### src/inc/nbh_cfg.svh
`ifndef NBH_CFG_SVH
`define NBH_CFG_SVH
// command codes
`define NBH_CMD_READ_SETUP   8'h00
`define NBH_CMD_READ_CONF    8'h30
`define NBH_CMD_CACHE_CONF   8'h31
`define NBH_CMD_CACHE_EXIT   8'h34
`define NBH_CMD_RDOUT_SETUP  8'h05
`define NBH_CMD_RDOUT_CONF   8'hE0
`define NBH_CMD_PROG_SETUP   8'h80
`define NBH_CMD_PROG_CONF    8'h10
`define NBH_CMD_CPROG_CONF   8'h15
`define NBH_CMD_RDIN         8'h85
`define NBH_CMD_COPY_CONF    8'h35
`define NBH_CMD_ERASE_SETUP  8'h60
`define NBH_CMD_ERASE_CONF   8'hD0
`define NBH_CMD_RESET        8'hFF
`define NBH_CMD_SIG          8'h90
`define NBH_CMD_STATUS       8'h70
`define NBH_CMD_LOCK_STAT    8'h7A
`define NBH_CMD_UNLOCK_A     8'h23
`define NBH_CMD_UNLOCK_B     8'h24
`define NBH_CMD_LOCK         8'h2A
`define NBH_CMD_LOCKDOWN     8'h2C
// address layout
`define NBH_ADDR_W           31
`define NBH_ADDR_CYCLES      3'd5
`define NBH_COL_CYCLES       3'd2
`define NBH_CYC2_MASK        8'h0F
`define NBH_CYC5_MASK        8'h07
// strobe phase: each half of a write or read strobe lasts at least this many ns, rounded up to whole clocks
`define NBH_STROBE_NS        100
`define NBH_CLK_NS           100
`define NBH_PHASE_CYC        ((`NBH_STROBE_NS + `NBH_CLK_NS - 1) / `NBH_CLK_NS)
`endif

### src/inc/nbh_pkg.sv
package nbh_pkg;
  // kind of bus step requested by the user side
  typedef enum logic [1:0]
  {
    NBH_OP_CMD  = 2'b00,
    NBH_OP_ADDR = 2'b01,
    NBH_OP_DIN  = 2'b10,
    NBH_OP_DOUT = 2'b11
  } nbh_op_t;

  typedef struct packed
  {
    nbh_op_t     op;
    logic [30:0] addr;
    logic [7:0]  data;
    logic [2:0]  ncyc;
  } nbh_req_t;

  typedef struct packed
  {
    logic       ce_n;
    logic       cle;
    logic       ale;
    logic       we_n;
    logic       re_n;
    logic       wp_n;
    logic [7:0] dq_o;
    logic       dq_oe_n;
  } nbh_pins_t;

  typedef enum logic [2:0]
  {
    NBH_ST_IDLE  = 3'b000,
    NBH_ST_SETUP = 3'b001,
    NBH_ST_LOW   = 3'b010,
    NBH_ST_HIGH  = 3'b011,
    NBH_ST_NEXT  = 3'b100
  } nbh_state_t;
endpackage

### src/design/nbh_skid.sv
`timescale 1ns/100ps
`default_nettype none
module nbh_skid
(
  input  wire logic       clk,
  input  wire logic       rst,
  input  wire logic       in_valid,
  output logic            in_ready,
  input  wire logic [7:0] in_data,
  output logic            out_valid,
  input  wire logic       out_ready,
  output logic [7:0]      out_data
);
  import nbh_pkg::*;

  typedef struct packed
  {
    logic [1:0][7:0] mem;
    logic            wr;
    logic            rd;
    logic [1:0]      cnt;
  } nbh_skid_t;

  nbh_skid_t s_q;
  nbh_skid_t s_d;

  // two entries: a stalled receiver never costs a byte already on the wire
  always_comb
  begin
    s_d = s_q;
    if (in_valid && in_ready)
    begin
      s_d.mem[s_q.wr] = in_data;
      s_d.wr = ~s_q.wr;
    end
    if (out_valid && out_ready)
      s_d.rd = ~s_q.rd;
    s_d.cnt = s_q.cnt + {1'b0, in_valid && in_ready} - {1'b0, out_valid && out_ready};
  end

  always_ff @(posedge clk)
  begin
    if (rst)
      s_q <= '0;
    else
      s_q <= s_d;
  end

  assign in_ready  = (s_q.cnt != 2'd2);
  assign out_valid = (s_q.cnt != 2'd0);
  assign out_data  = s_q.mem[s_q.rd];
endmodule
`default_nettype wire

### src/design/nbh_host.sv
`timescale 1ns/100ps
`default_nettype none
`include "nbh_cfg.svh"
// Summary of operation
// RULE1: device drives data only with chip select low, write high, latches low.
// RULE2: each read strobe fall gives the next output byte.
// RULE3: output path carries array, status, lock, signature and identifier bytes.
// RULE4: write protect low refuses all program and erase.
// RULE5: write protect is level sensed continuously, not latched.
// RULE6: host keeps write protect high while issuing program or erase codes.
// RULE7: chip select high puts the device in standby, outputs off.
// RULE8: address goes in five bytes, unused upper bits low.
// RULE9: device ignores address bytes beyond those needed.
// RULE10: column bits 0-11, page 12-17, block 18 upward.
// RULE11: command taken on write rise while command latch high.
// RULE12: program and erase need setup code then confirm code.
// RULE13: page read 00h then 30h, cache read 00h then 31h.
// RULE14: exit cache read 34h accepted busy only in cache read.
// RULE15: random data out is 05h, column, E0h.
// RULE16: program 80h/10h, cache program 80h/15h, random input 85h.
// RULE17: copy back is 00h, 35h, 85h, 10h with addresses between.
// RULE18: erase is 60h, block address, D0h.
// RULE19: while busy only reset, status and cache exit are accepted.
// RULE20: signature 90h, lock status 7Ah.
// RULE21: unlock 23h then 24h, lock 2Ah, lock-down 2Ch.
// RULE22: address taken on write rise, address latch high, others idle.
// RULE23: each read fall advances the column counter.
// RULE24: data in taken on write rise with both latches low.
// RULE25: undefined codes are ignored by the device.
module nbh_host
(
  input  wire logic             CLK,
  input  wire logic             RST,
  input  wire logic             REQ_VALID,
  output logic                  REQ_READY,
  input  wire nbh_pkg::nbh_req_t REQ,
  input  wire logic             WP_ALLOW,
  output logic                  CMD_REFUSED,
  output logic                  RSP_VALID,
  input  wire logic             RSP_READY,
  output logic [7:0]            RSP_DATA,
  output logic                  DEV_BUSY,
  input  wire logic             BUSY_FLAG_N,
  input  wire logic [7:0]       DQ_I,
  output logic                  CE_N,
  output logic                  COMMAND_LATCH_STROBE,
  output logic                  ADDRESS_LATCH_STROBE,
  output logic                  WE_N,
  output logic                  RE_N,
  output logic                  WP_N,
  output logic [7:0]            DQ_O,
  output logic                  DQ_OE_N
);
  import nbh_pkg::*;

  localparam logic [7:0] PHASE = 8'(`NBH_PHASE_CYC);

  typedef struct packed
  {
    nbh_state_t  st;
    nbh_req_t    req;
    logic [2:0]  idx;
    logic [7:0]  tmr;
    nbh_pins_t   pin;
    logic        cache_q;
    logic        refused;
    logic        cap_valid;
    logic [7:0]  cap_data;
  } nbh_host_t;

  nbh_host_t s_q;
  nbh_host_t s_d;
  logic      fifo_ready;

  // true for codes that alter the array
  function automatic logic is_pe(input logic [7:0] c);
    is_pe = (c == `NBH_CMD_PROG_SETUP) || (c == `NBH_CMD_PROG_CONF) ||  // [RULE12] [RULE16]
            (c == `NBH_CMD_CPROG_CONF) || (c == `NBH_CMD_ERASE_SETUP) ||  // [RULE18]
            (c == `NBH_CMD_ERASE_CONF) || (c == `NBH_CMD_RDIN);
  endfunction

  // codes a busy device takes; others would be ignored there, so hold them back
  function automatic logic ok_busy(input logic [7:0] c, input logic cache);
    ok_busy = (c == `NBH_CMD_RESET) || (c == `NBH_CMD_STATUS) ||
              ((c == `NBH_CMD_CACHE_EXIT) && cache);
  endfunction

  // codes with a defined meaning; a stray code would leave the device state unclear
  function automatic logic is_known(input logic [7:0] c);
    is_known = is_pe(c) || ok_busy(c, 1'b1) ||
               (c inside {`NBH_CMD_READ_SETUP, `NBH_CMD_READ_CONF}) ||  // [RULE13]
               (c inside {`NBH_CMD_CACHE_CONF, `NBH_CMD_COPY_CONF}) ||  // [RULE13] [RULE17]
               (c inside {`NBH_CMD_RDOUT_SETUP, `NBH_CMD_RDOUT_CONF}) ||  // [RULE15]
               (c inside {`NBH_CMD_SIG, `NBH_CMD_LOCK_STAT}) ||  // [RULE20]
               (c inside {`NBH_CMD_UNLOCK_A, `NBH_CMD_UNLOCK_B}) ||  // [RULE21]
               (c inside {`NBH_CMD_LOCK, `NBH_CMD_LOCKDOWN});  // [RULE21]
  endfunction

  // byte n of the five-cycle address, unused bits forced low
  function automatic logic [7:0] addr_byte(input logic [30:0] a, input logic [2:0] n);
    unique case (n)
      3'd0:    addr_byte = a[7:0];
      3'd1:    addr_byte = {4'h0, a[11:8]} & `NBH_CYC2_MASK;
      3'd2:    addr_byte = a[19:12];
      3'd3:    addr_byte = a[27:20];
      default: addr_byte = {5'h00, a[30:28]} & `NBH_CYC5_MASK;
    endcase
  endfunction

  //==========================================================================
  // bus sequencer
  always_comb
  begin
    s_d = s_q;
    s_d.cap_valid = 1'b0;
    s_d.refused = 1'b0;
    s_d.pin.wp_n = WP_ALLOW;
    unique case (s_q.st)
      NBH_ST_IDLE:
      begin
        s_d.pin.ce_n = 1'b1;  // standby between requests [RULE7]
        s_d.pin.dq_oe_n = 1'b1;
        if (REQ_VALID)
        begin
          if (REQ.op == NBH_OP_CMD && is_pe(REQ.data) && !WP_ALLOW)
            s_d.refused = 1'b1;  // never send array-altering code under protect [RULE6] [RULE4]
          else if (REQ.op == NBH_OP_CMD && !is_known(REQ.data))
            s_d.refused = 1'b1;  // stray codes never reach the device
          else if (REQ.op == NBH_OP_CMD && !BUSY_FLAG_N && !ok_busy(REQ.data, s_q.cache_q))
            s_d.refused = 1'b1;  // [RULE19] [RULE14]
          else
          begin
            s_d.req = REQ;
            s_d.idx = 3'd0;
            s_d.tmr = PHASE;
            s_d.st = NBH_ST_SETUP;
            s_d.pin.ce_n = 1'b0;
            s_d.pin.cle = (REQ.op == NBH_OP_CMD);   // [RULE11]
            s_d.pin.ale = (REQ.op == NBH_OP_ADDR);  // [RULE22]
            s_d.pin.dq_oe_n = (REQ.op == NBH_OP_DOUT);  // [RULE1]
            if (REQ.op == NBH_OP_CMD)
            begin
              // cache state tracked for busy-time exit [RULE13] [RULE14]
              if (REQ.data == `NBH_CMD_CACHE_CONF)
                s_d.cache_q = 1'b1;
              else if (REQ.data == `NBH_CMD_CACHE_EXIT || REQ.data == `NBH_CMD_RESET)
                s_d.cache_q = 1'b0;
            end
          end
        end
      end
      NBH_ST_SETUP:
      begin
        s_d.tmr = s_q.tmr - 8'd1;
        if (s_q.tmr == 8'd1)
        begin
          s_d.tmr = PHASE;
          s_d.st = NBH_ST_LOW;
          if (s_q.req.op == NBH_OP_DOUT)
            s_d.pin.re_n = 1'b0;  // falling read strobe fetches next byte [RULE2] [RULE23]
          else
          begin
            s_d.pin.we_n = 1'b0;
            unique case (s_q.req.op)
              NBH_OP_ADDR: s_d.pin.dq_o = addr_byte(s_q.req.addr, s_q.idx);  // [RULE8]
              default:     s_d.pin.dq_o = s_q.req.data;  // [RULE24]
            endcase
          end
        end
      end
      NBH_ST_LOW:
      begin
        s_d.tmr = s_q.tmr - 8'd1;
        // a full buffer holds the read strobe low rather than drop a byte
        if (s_q.tmr == 8'd1 && (s_q.req.op != NBH_OP_DOUT || fifo_ready))
        begin
          s_d.tmr = PHASE;
          s_d.st = NBH_ST_HIGH;
          s_d.pin.we_n = 1'b1;  // rising edge latches the byte [RULE11] [RULE22] [RULE24]
          s_d.pin.re_n = 1'b1;
          if (s_q.req.op == NBH_OP_DOUT)
          begin
            s_d.cap_valid = 1'b1;  // any source: array, status, id [RULE3]
            s_d.cap_data = DQ_I;
          end
        end
        else if (s_q.tmr == 8'd1)
          s_d.tmr = 8'd1;
      end
      NBH_ST_HIGH:
      begin
        s_d.tmr = s_q.tmr - 8'd1;
        if (s_q.tmr == 8'd1)
          s_d.st = NBH_ST_NEXT;
      end
      default:
      begin
        // address stops at five bytes, column-only steps at ncyc [RULE9] [RULE10]
        if (s_q.req.op != NBH_OP_CMD && (s_q.idx + 3'd1) < s_q.req.ncyc &&
            !(s_q.req.op == NBH_OP_ADDR && (s_q.idx + 3'd1) >= `NBH_ADDR_CYCLES))
        begin
          s_d.idx = s_q.idx + 3'd1;
          s_d.tmr = PHASE;
          s_d.st = NBH_ST_SETUP;
        end
        else
        begin
          s_d.st = NBH_ST_IDLE;
          s_d.pin.cle = 1'b0;
          s_d.pin.ale = 1'b0;
          s_d.pin.ce_n = 1'b1;
          s_d.pin.dq_oe_n = 1'b1;
        end
      end
    endcase
  end

  always_ff @(posedge CLK)
  begin
    if (RST)
    begin
      s_q <= '0;
      s_q.pin.ce_n <= 1'b1;
      s_q.pin.we_n <= 1'b1;
      s_q.pin.re_n <= 1'b1;
      s_q.pin.dq_oe_n <= 1'b1;
    end
    else
      s_q <= s_d;
  end

  nbh_skid u_buf
  (
    .clk       (CLK),
    .rst       (RST),
    .in_valid  (s_q.cap_valid),
    .in_ready  (fifo_ready),
    .in_data   (s_q.cap_data),
    .out_valid (RSP_VALID),
    .out_ready (RSP_READY),
    .out_data  (RSP_DATA)
  );

  assign REQ_READY            = (s_q.st == NBH_ST_IDLE);
  assign CMD_REFUSED          = s_q.refused;
  assign DEV_BUSY             = s_q.cache_q;
  assign CE_N                 = s_q.pin.ce_n;
  assign COMMAND_LATCH_STROBE = s_q.pin.cle;
  assign ADDRESS_LATCH_STROBE = s_q.pin.ale;
  assign WE_N                 = s_q.pin.we_n;
  assign RE_N                 = s_q.pin.re_n;
  assign WP_N                 = s_q.pin.wp_n;
  assign DQ_O                 = s_q.pin.dq_o;
  assign DQ_OE_N              = s_q.pin.dq_oe_n;
endmodule
`default_nettype wire

### config.mk
export PLATFORM = sky130hd
export DESIGN_NAME = nbh_host
export DESIGN_NICKNAME = d
export VERILOG_FILES = /design/src/inc/nbh_pkg.sv /design/src/design/nbh_skid.sv /design/src/design/nbh_host.sv
export VERILOG_INCLUDE_DIRS = /design/src /design/src/inc
export SDC_FILE = /design/constraint.sdc
export NUM_CORES = 1
export LEC_CHECK = 0
export ABC_AREA = 1
export BUFFER_PORTS_ARGS = -buffer_cell sky130_fd_sc_hd__buf_4
export CORE_UTILIZATION = 60
export CTS_CLUSTER_SIZE = 14
export DETAILED_ROUTE_END_ITERATION = 8
export GPL_TIMING_DRIVEN = 0
export PLACE_DENSITY = 0.91
export SLEW_MARGIN = 20
export SYNTH_ARGS = -nofsm -noshare
export SYNTH_HDL_FRONTEND = slang
export SYNTH_SLANG_ARGS = --single-unit
### constraint.sdc
create_clock -name CLK -period 4.3 [get_ports CLK]
set_input_delay 0 -clock CLK [delete_from_list [all_inputs] [get_ports CLK]]
set_output_delay 0 -clock CLK [all_outputs]
set_load 0.01 [all_outputs]
# [Word level (Yosys, flattened, before mapping)]
# Index checks and enable logic that the tools add are counted.
[classes] n_addsub=4 n_lt_le_gt_ge=5 n_eq_ne=43 mux=41 n_bitwise=11 reduce_logical=65
[op_table] cell="two-way mux 61 bit" n=4
[op_table] cell="equality test 8 x 6 -> 1 bit, second input constant" n=8
[op_table] cell="case mux 8 bit (4 select lines)" n=2
[op_table] cell="equality test 8 bit, second input constant" n=6
[op_table] cell="two-way mux 8 bit" n=6
[op_table] cell="equality test 8 x 7 -> 1 bit, second input constant" n=3
[op_table] cell="!= test 2 bit, second input constant" n=12
[op_table] cell="nonzero test 2 bit" n=11
[op_table] cell="logical OR 1 bit" n=17
[op_table] cell="bitwise mux 16 bit" n=1
[op_table] cell="equality test 8 x 5 -> 1 bit, second input constant" n=2
[op_table] cell="two-way mux 3 bit" n=5
[op_table] cell="AND reduction 7 bit" n=2
[op_table] cell="logical AND 1 bit" n=13
[op_table] cell="equality test 3 x 2 -> 1 bit, second input constant" n=4
[op_table] cell="case mux 3 bit (2 select lines)" n=2
[op_table] cell="case mux 3 bit (4 select lines)" n=1
[op_table] cell="AND reduction 6 bit" n=2
[op_table] cell="two-way mux 11 bit" n=1
[op_table] cell="inverter 1 bit" n=11
[op_table] cell="two-way mux 1 bit" n=10
[op_table] cell="two-way mux 2 bit" n=5
[op_table] cell="AND reduction 5 bit" n=2
[op_table] cell="two-way mux 9 bit" n=1
[op_table] cell="other kinds (25)" n=38
[totals] reg_bits=104 out_inout_bits=27

# [Logic depth before layout (Yosys ltp)]
# Gate-level depths: netlist of the first run.
[depth] depth_word=19 ltp_mapped=15 ltp_nobuf=14

# [Modules after synthesis]
# A second synthesis of the first run with hierarchy kept.
[unflattened] hier_cells=873 area_unflattened_um2=5591.6
[by_module_without_submodules] module="nbh_host" n_inst=1 cells_per_inst=698 area_each_um2=4466.8 seq_area_each_um2=1681.6
[by_module_without_submodules] module="nbh_skid" n_inst=1 cells_per_inst=175 area_each_um2=1124.8 seq_area_each_um2=400.4

# [Least setup slack after synthesis of the first run]
# No wires, ideal clock.
[synth_timing] path_type="register to register" startpoint="register s_q[34] in the netlist's numbering" endpoint="register s_q (netlist bit ADDRESS_LATCH_STROBE)" setup_time_ns=0.073 arrival_time_ns=2.082 required_time_ns=4.227 path_slack_ns=2.145 path_stages_with_launch=15 n_path_buf=0 cell_sequence="dfxtp_1 ha_1 ha_1 inv_1 ha_1 a21oi_1 nand2_1 nand3b_1 nand2_1 nand2_2 inv_1 nor2_1 nand3_1 nand2_1 a21oi_1"
[synth_between] elab_chain_len=7 word_cells_on_any_way=9
[synth_rtl] item="start, declared" line="nbh_host.sv:71" source="nbh_host_t s_q;"
[synth_rtl] item="adder 3 x 1 -> 3 bit (*)" line="nbh_host.sv:199, nbh_host.sv:200"
[synth_rtl] item=">= comparator 3 bit (no line)"
[synth_rtl] item="logical AND 1 bit (no line)"
[synth_rtl] item="zero test 1 bit" line="nbh_host.sv:200" source="!(s_q.req.op == NBH_OP_ADDR && (s_q.idx + 3'd1) >= `NBH_ADDR_CYCLES))"
[synth_rtl] item="logical AND 1 bit (*)" line="nbh_host.sv:199" source="if (s_q.req.op != NBH_OP_CMD && (s_q.idx + 3'd1) < s_q.req.ncyc &&"
[synth_rtl] item="!= test 2 bit (no line) (*)"
[synth_rtl] item="AND reduction 6 bit (no line) (*)"
# Every way passes the cells marked *; elsewhere a longest branch is shown, timed or not.
# A chain may end at the register's enable or synchronous reset.

# [Worst setup path after layout of the first run]
[layout_timing] startpoint="register s_q[34] in the netlist's numbering" endpoint="register s_q (netlist bit COMMAND_LATCH_STROBE)"
# The elaborated chain is that of the path after synthesis.

==> out/metrics.csv, run 1 <==
metric,value,unit
status,"complete, no violations",
Port Buffers,83,
global-route wire length before repair,26300,um
post-CTS resize count,0,
Synth cell types,34,
Post-DP HPWL,10600,um
Synth Net Count,866,
Total GRT Usage,37.4,%
Antenna Violating Nets Remaining,0,
startpoint types,flip-flop,
layout cells sized above 1,15.7,%
CTS Buf Count,9,
# Max-Cap Violations,0,
internal power,1970,uW
first drt pass iteration count,5,
CTS tree,done,
reg2reg start,s_q[34],
crit-path cells,ha_1 -> ha_1 -> inv_1 -> ha_1 -> a21oi_1 -> nand2_1 -> nand3b_1 -> nand2_1 -> nand2_2 -> inv_1 -> nor2_1 -> nand3_1 -> nand2_1 -> a21oi_1,
Layout Nets,1016,
Clk pwr share,19.6,%
DR WL/cell,15.4,um
GRT overflow,0,
Die ar.,9230,um^2
vias in the first global route,5777,
Critical path buffers and inverters,2,
TNS Setup,0,ns
via count,6029,
IO Count,85,
Antenna diodes,0,
Slew HR,56.9,%
Critical Path RT,4.61,ns
LEAKAGE,0.00321,uW
fillers,533,
Vias/cell,5.70,
Initial Util,63.4,%
core area,8380,um^2
Clock Path Buffers,2,
"commonest non-fill, non-tap cell in the layout",nand2_1,
placed instance count,985,
clk_skew,0.0168,ns
setup violators final,0,
GP Congestion,0.973,
Die Y,96.1,um
DRT iter0 DRCs,516,
fin crit share,59.9,%
post-synthesis area per instance,6.66,um^2
Max VDD drop,0.371,mV
Crit path largest cell delay,0.38,ns
final-report hold violation count,0,
Sw Ratio,42.5,%
Yosys warnings,0,
most frequent cells in the layout,"183 x nand2_1, 163 x nor2_1, 104 x dfxtp_1, 94 x buf_4, 80 x inv_1",
hold crit path type,primary input to flip-flop,
"CP delay by family, top",simple AND/OR/NAND/NOR gates,
"FF+latch count, synth",104,
post-route minimum period,2.57,ns
Area Overhead vs Synth,28.9,%
total routed wirelength,16200,um
PD cells,500,nW/um^2
"Seq/Total Area, Yosys",39.2,%
worst-skew pair later-pin latency,0.39,ns
unrepaired setup endpoints after global routing,false,
Peak Freq,389,MHz
largest net degree at the start of global routing,21,
HP Start,BUSY_FLAG_N,
Comb power frac,44.3,%
initial antenna violation count,0,
"Clk pin slew, worst setup/hold paths",0.11,ns
CTS sink count,104,
critical path endpoint category,flip-flop,
Root Driver,clkbuf_8,
Die X,96.1,um
Setup crit start,s_q[34],
CP max-delay cell,dfxtp_1,
crit-path max FO,10,
worst slew pin tran,0.646,ns
Synth Instances,797,
sequential share of power,36.1,%
Final Max Tran Viols,0,
crit path DAT,2.88,ns
Synth Cell Area,5310,um^2
Clock H-tree levels,3,
# rows,33,
Hold WS,0.150,ns
Post-Layout Cell Count,1057,
NetSw,1450,uW
Crit Path Class,flip-flop to flip-flop,
Remaining DRCs,0,
-- cell families after synthesis --
| logic type | synth area share (%) |
|---|---|
| fa+ha+maj | 2.59 |
| buf+inv | 10.4 |
| flops | 39.2 |
| xor+xnor | 0.989 |
| simple gates | 33.1 |
| compound gates | 13.7 |
-- layout make-up --
| cell class | instances | area [um^2] | area share, % |
|---|---|---|---|
| Buffer | 38 | 221 | 3.24 |
| Inverter | 88 | 330 | 4.83 |
| Clock inverter | 7 | 95.1 | 1.39 |
| Clock buffer | 9 | 124 | 1.81 |
| Sequential cell | 104 | 2080 | 30.4 |
| Tap cell | 105 | 131 | 1.92 |
| Multi-Input combinational cell | 567 | 2680 | 39.1 |
| Timing Repair Buffer | 139 | 1180 | 17.3 |
-- through the flow --
step / power, uW / cell area [um^2] / util (%) / setup WS (ns)
2_1_floorplan: 2270 / 5310 / - / 2.15
3_3_place_gp: 2580 / 6070 / 72.4 / 1.89
3_5_place_dp: 2640 / 6070 / 72.4 / 1.80
4_1_cts: 3350 / 6850 / 81.7 / 1.76
5_1_grt: 3650 / 6850 / 81.7 / 1.51
6_report: 3420 / 6850 / 81.7 / 1.73
-- worst reg2reg max path, delay by kind of cell (launching register included) --
family	cells	cell delay, ns
AND/OR/NAND/NOR	7	0.81
AO/OA/AOI/OAI	2	0.30
flip-flops	1	0.38
buffers and inverters	2	0.22
adder cells (fa/ha/maj)	3	0.79
-- per-layer routing --
| metal | track usage [%] | routed length [um] |
|---|---|---|
| met5 | 0 | 0 |
| met4 | 20.5 | 858 |
| met3 | 9.79 | 1570 |
| met2 | 63.9 | 7710 |
| met1 | 42.2 | 6100 |
-- power by group through the flow --
stage          sequential (uW)  combinational, uW  clock (uW)
2_1_floorplan             1230               1040           0
3_3_place_gp              1240               1340           0
3_5_place_dp              1250               1400           0
4_1_cts                   1230               1450         666
5_1_grt                   1250               1690         709
6_report                  1240               1510         672
-- state kept, by name, summed over array words and instances (netlist names) --
register              cells
RE_N                      1
u_buf.s_q                20
COMMAND_LATCH_STROBE      1
WE_N                      1
WP_N                      1
DQ_OE_N                   1
ADDRESS_LATCH_STROBE      1
DEV_BUSY                  1
CMD_REFUSED               1
DQ_O                      8
CE_N                      1
s_q                      67
-- synthesized netlist by cell type, drive strengths merged --
library cell | instances | area share (%)
clkinv | 2 | 0.14
ha | 11 | 2.6
o21ai | 56 | 5.3
a211oi | 7 | 0.99
a21oi | 51 | 5.2
o21bai | 1 | 0.14
o221ai | 4 | 0.66
nand2 | 186 | 13
nor2 | 165 | 12
buf | 22 | 3.0
nand3b | 1 | 0.14
o31ai | 3 | 0.42
nand3 | 35 | 4.1
o21a | 1 | 0.14
inv | 86 | 6.1
xor2 | 5 | 0.82
or2 | 2 | 0.24
o22ai | 4 | 0.47
xnor2 | 1 | 0.16
nand4 | 24 | 2.8
dfxtp | 104 | 39
a31oi | 3 | 0.35
nor3 | 7 | 0.75
clkbuf | 16 | 1.1
-- worst paths after layout --
check / end / slack [ns] / depth (start not counted)
setup reg to reg: COMMAND_LATCH_STROBE / 1.73 / 14
hold reg to reg: u_buf.s_q[11] / 0.46 / 2
hold / removal: DEV_BUSY / 0.15 / 6
setup / recovery: COMMAND_LATCH_STROBE / 1.73 / 14
-- timing repair --
| item | CTS | global route |
|---|---|---|
| setup endpoints to repair | 0 | 0 |
| endpoints found under the hold margin | 58 | 0 |
| hold buffers | 56 | 0 |
| setup buffers | 0 | 0 |
Note: power is estimated with default switching activity, not from simulation.
==> run 2, diff against run 1 <==
Settings changed: CORE_UTILIZATION 60 to 51, PLACE_DENSITY 0.91 to 0.83.
Clock period 4.3 ns to 2.1 ns, I/O delays scaled along.
==> run 2 against run 1 <==
  * The flow now finishes with violations (negative setup slack)
  * Count of clock-buffer cells in the layout did not move
  * Hold slack better by 0.00094 ns
  * Core utilization down 11 points
  * Fmax grew 18%
  * Cell count increased by 3.1%
==> out/metrics.csv, run 2 (synthesized netlist as in run 1, its figures left out) <==
metric,value,unit,change
Multi-input gate area,2770,um^2,+3.5%
GRT overflow,0,,unchanged
Post-Layout Cell Count,1090,,+3.1%
fillers,784,,+47%
# Max-Cap Violations,0,,unchanged
CTS sink count,104,,unchanged
Antenna Violating Nets Remaining,0,,unchanged
Remaining DRCs,0,,unchanged
Die Y,104,um,+8.3%
Hold WS,0.151,ns,+0.000940 ns
Layout Nets,1021,,+0.49%
vias in the first global route,5256,,-9.0%
Die X,104,um,+8.3%
Critical Path RT,2.40,ns,-2.21 ns
failing checks,negative setup slack,,
Final Max Tran Viols,0,,unchanged
DRT iter0 DRCs,292,,-43%
# rows,36,,+9.1%
final worst slack,-0.0801,ns,-1.81 ns
Area Overhead vs Synth,32.4,%,
final instance area,7030,um^2,+2.7%
fin crit share,104,%,+44 points
DR WL/cell,13.1,um,-15%
first drt pass iteration count,5,,unchanged
global-route wire length before repair,23800,um,-9.6%
TNS Setup,-0.693,ns,-0.693 ns
max reg flops,67,,unchanged
initial antenna violation count,0,,unchanged
"reg-to-reg slack, setup",-0.08,ns,-1.81 ns
hold crit path type,primary input to flip-flop,,
Antenna diodes,0,,unchanged
Die ar.,10800,um^2,+17%
final-report hold violation count,0,,unchanged
Biggest register,s_q,,
setup violators final,16,,+16
placed instance count,1013,,+2.8%
critical path endpoint category,flip-flop,,
crit-path max FO,4,,-6
placed cell area,6110,um^2,+0.74%
GP Congestion,0.902,,-7.3%
Reg area,2090,um^2,+0.24%
clk_skew,0.0115,ns,-0.00521 ns
Port Buffers,83,,unchanged
startpoint types,flip-flop,,
largest net degree at the start of global routing,19,,-9.5%
Root Driver,clkbuf_8,,
worst slew pin tran,0.636,ns,-0.00965 ns
crit path DAT,2.48,ns,-0.40 ns
post-route minimum period,2.18,ns,-0.394 ns
Post-DP HPWL,9850,um,-6.9%
Clock H-tree levels,3,,unchanged
Vias/cell,5.11,,-10%
LEAKAGE,0.00323,uW,+0.87%
Clock Path Buffers,2,,unchanged
core area,9950,um^2,+19%
Crit Path Class,flip-flop to flip-flop,,
Peak Freq,459,MHz,+18%
Max VDD drop,0.515,mV,+39%
Total GRT Usage,26.9,%,-10 points
CTS Buf Count,9,,unchanged
status,"complete, but fails checks",,
PD cells,1020,nW/um^2,+100%
most frequent cells in the layout,"181 x nand2_1, 161 x nor2_1, 102 x dfxtp_1, 97 x buf_4, 77 x inv_1",,
Initial Util,53.4,%,-10 points
unrepaired setup endpoints after global routing,true,,
"Clk pin slew, worst setup/hold paths",0.11,ns,about the same
CTS tree,done,,
"commonest non-fill, non-tap cell in the layout",nand2_1,,
total routed wirelength,14200,um,-12%
IO Count,85,,unchanged
Slew HR,57.6,%,+0.64 points
worst-skew pair later-pin latency,0.36,ns,-0.03 ns
via count,5572,,-7.6%
layout cells sized above 1,17.9,%,+2.2 points
## run 2: cell types whose count changed in the layout (fill, tap and decap cells not counted), moves of 3 or more
cell / previous run / this run
ha_1: 11 / 7
buf_4: 94 / 97
ha_4: 0 / 4
inv_1: 80 / 77
## run 2: final timing paths
kind,start,to,cells past startpoint
worst min-delay path,BUSY_FLAG_N,DEV_BUSY,6
worst max-delay path,s_q[34],COMMAND_LATCH_STROBE,14
worst min register to register,u_buf.s_q[7],u_buf.s_q[7],2
worst max register to register,s_q[34],COMMAND_LATCH_STROBE,14
## run 2: area by class of cell
class | instances | share of cell area [%]
sequential | 104 | 29.7
clock buffer | 9 | 1.76
buffer | 38 | 3.15
inverter | 88 | 4.73
timing repair buffer | 144 | 17.5
clock inverter | 7 | 1.44
multi-input combinational | 567 | 39.4
tap | 133 | 2.37
## run 2: critical path: stages (launching register included)
cell,delay (ns)
dfxtp_4,0.38
ha_4,0.16
ha_4,0.26
inv_2,0.04
ha_4,0.22
a21oi_2,0.11
nand2_1,0.06
nand3b_1,0.22
nand2_2,0.17
nand2_4,0.09
inv_4,0.06
nor2_1,0.03
nand3_1,0.09
nand2_1,0.08
a21oi_2,0.12
## run 2: report_power, final
| group | switching, uW | internal (uW) |
|---|---|---|
| combinational | 1970 | 1250 |
| sequential | 200 | 2310 |
| clock | 723 | 687 |
| total | 2900 | 4250 |
## run 2: repair_timing
item / CTS / global route
hold buffers: 56 / 0
setup endpoints to repair: 17 / 68
gates resized for setup: 13 / 8
endpoints found under the hold margin: 57 / 0
buffers inserted: 5 / 0
pin swaps: 6 / 5
## run 2: layer usage
metal | wire length, um | global-route usage (%) | up-vias
met3 | 925 | 4.45 | 25
met1 | 6400 | 34.6 | 2507
met5 | 0 | 0 | -
met4 | 269 | 10.0 | 0
li1 | - | - | 2847
met2 | 6630 | 45.2 | 193
## run 2: stage by stage
stage               power, uW  worst slack [ns]  util [%]
finish                   7150           -0.0801      70.7
global route             7640            -0.171      70.7
CTS                      7000         -0.000941      70.4
detailed placement       5380            -0.244      61.4
global placement         5330            -0.192      61.4
floorplan                4660           0.00183         -
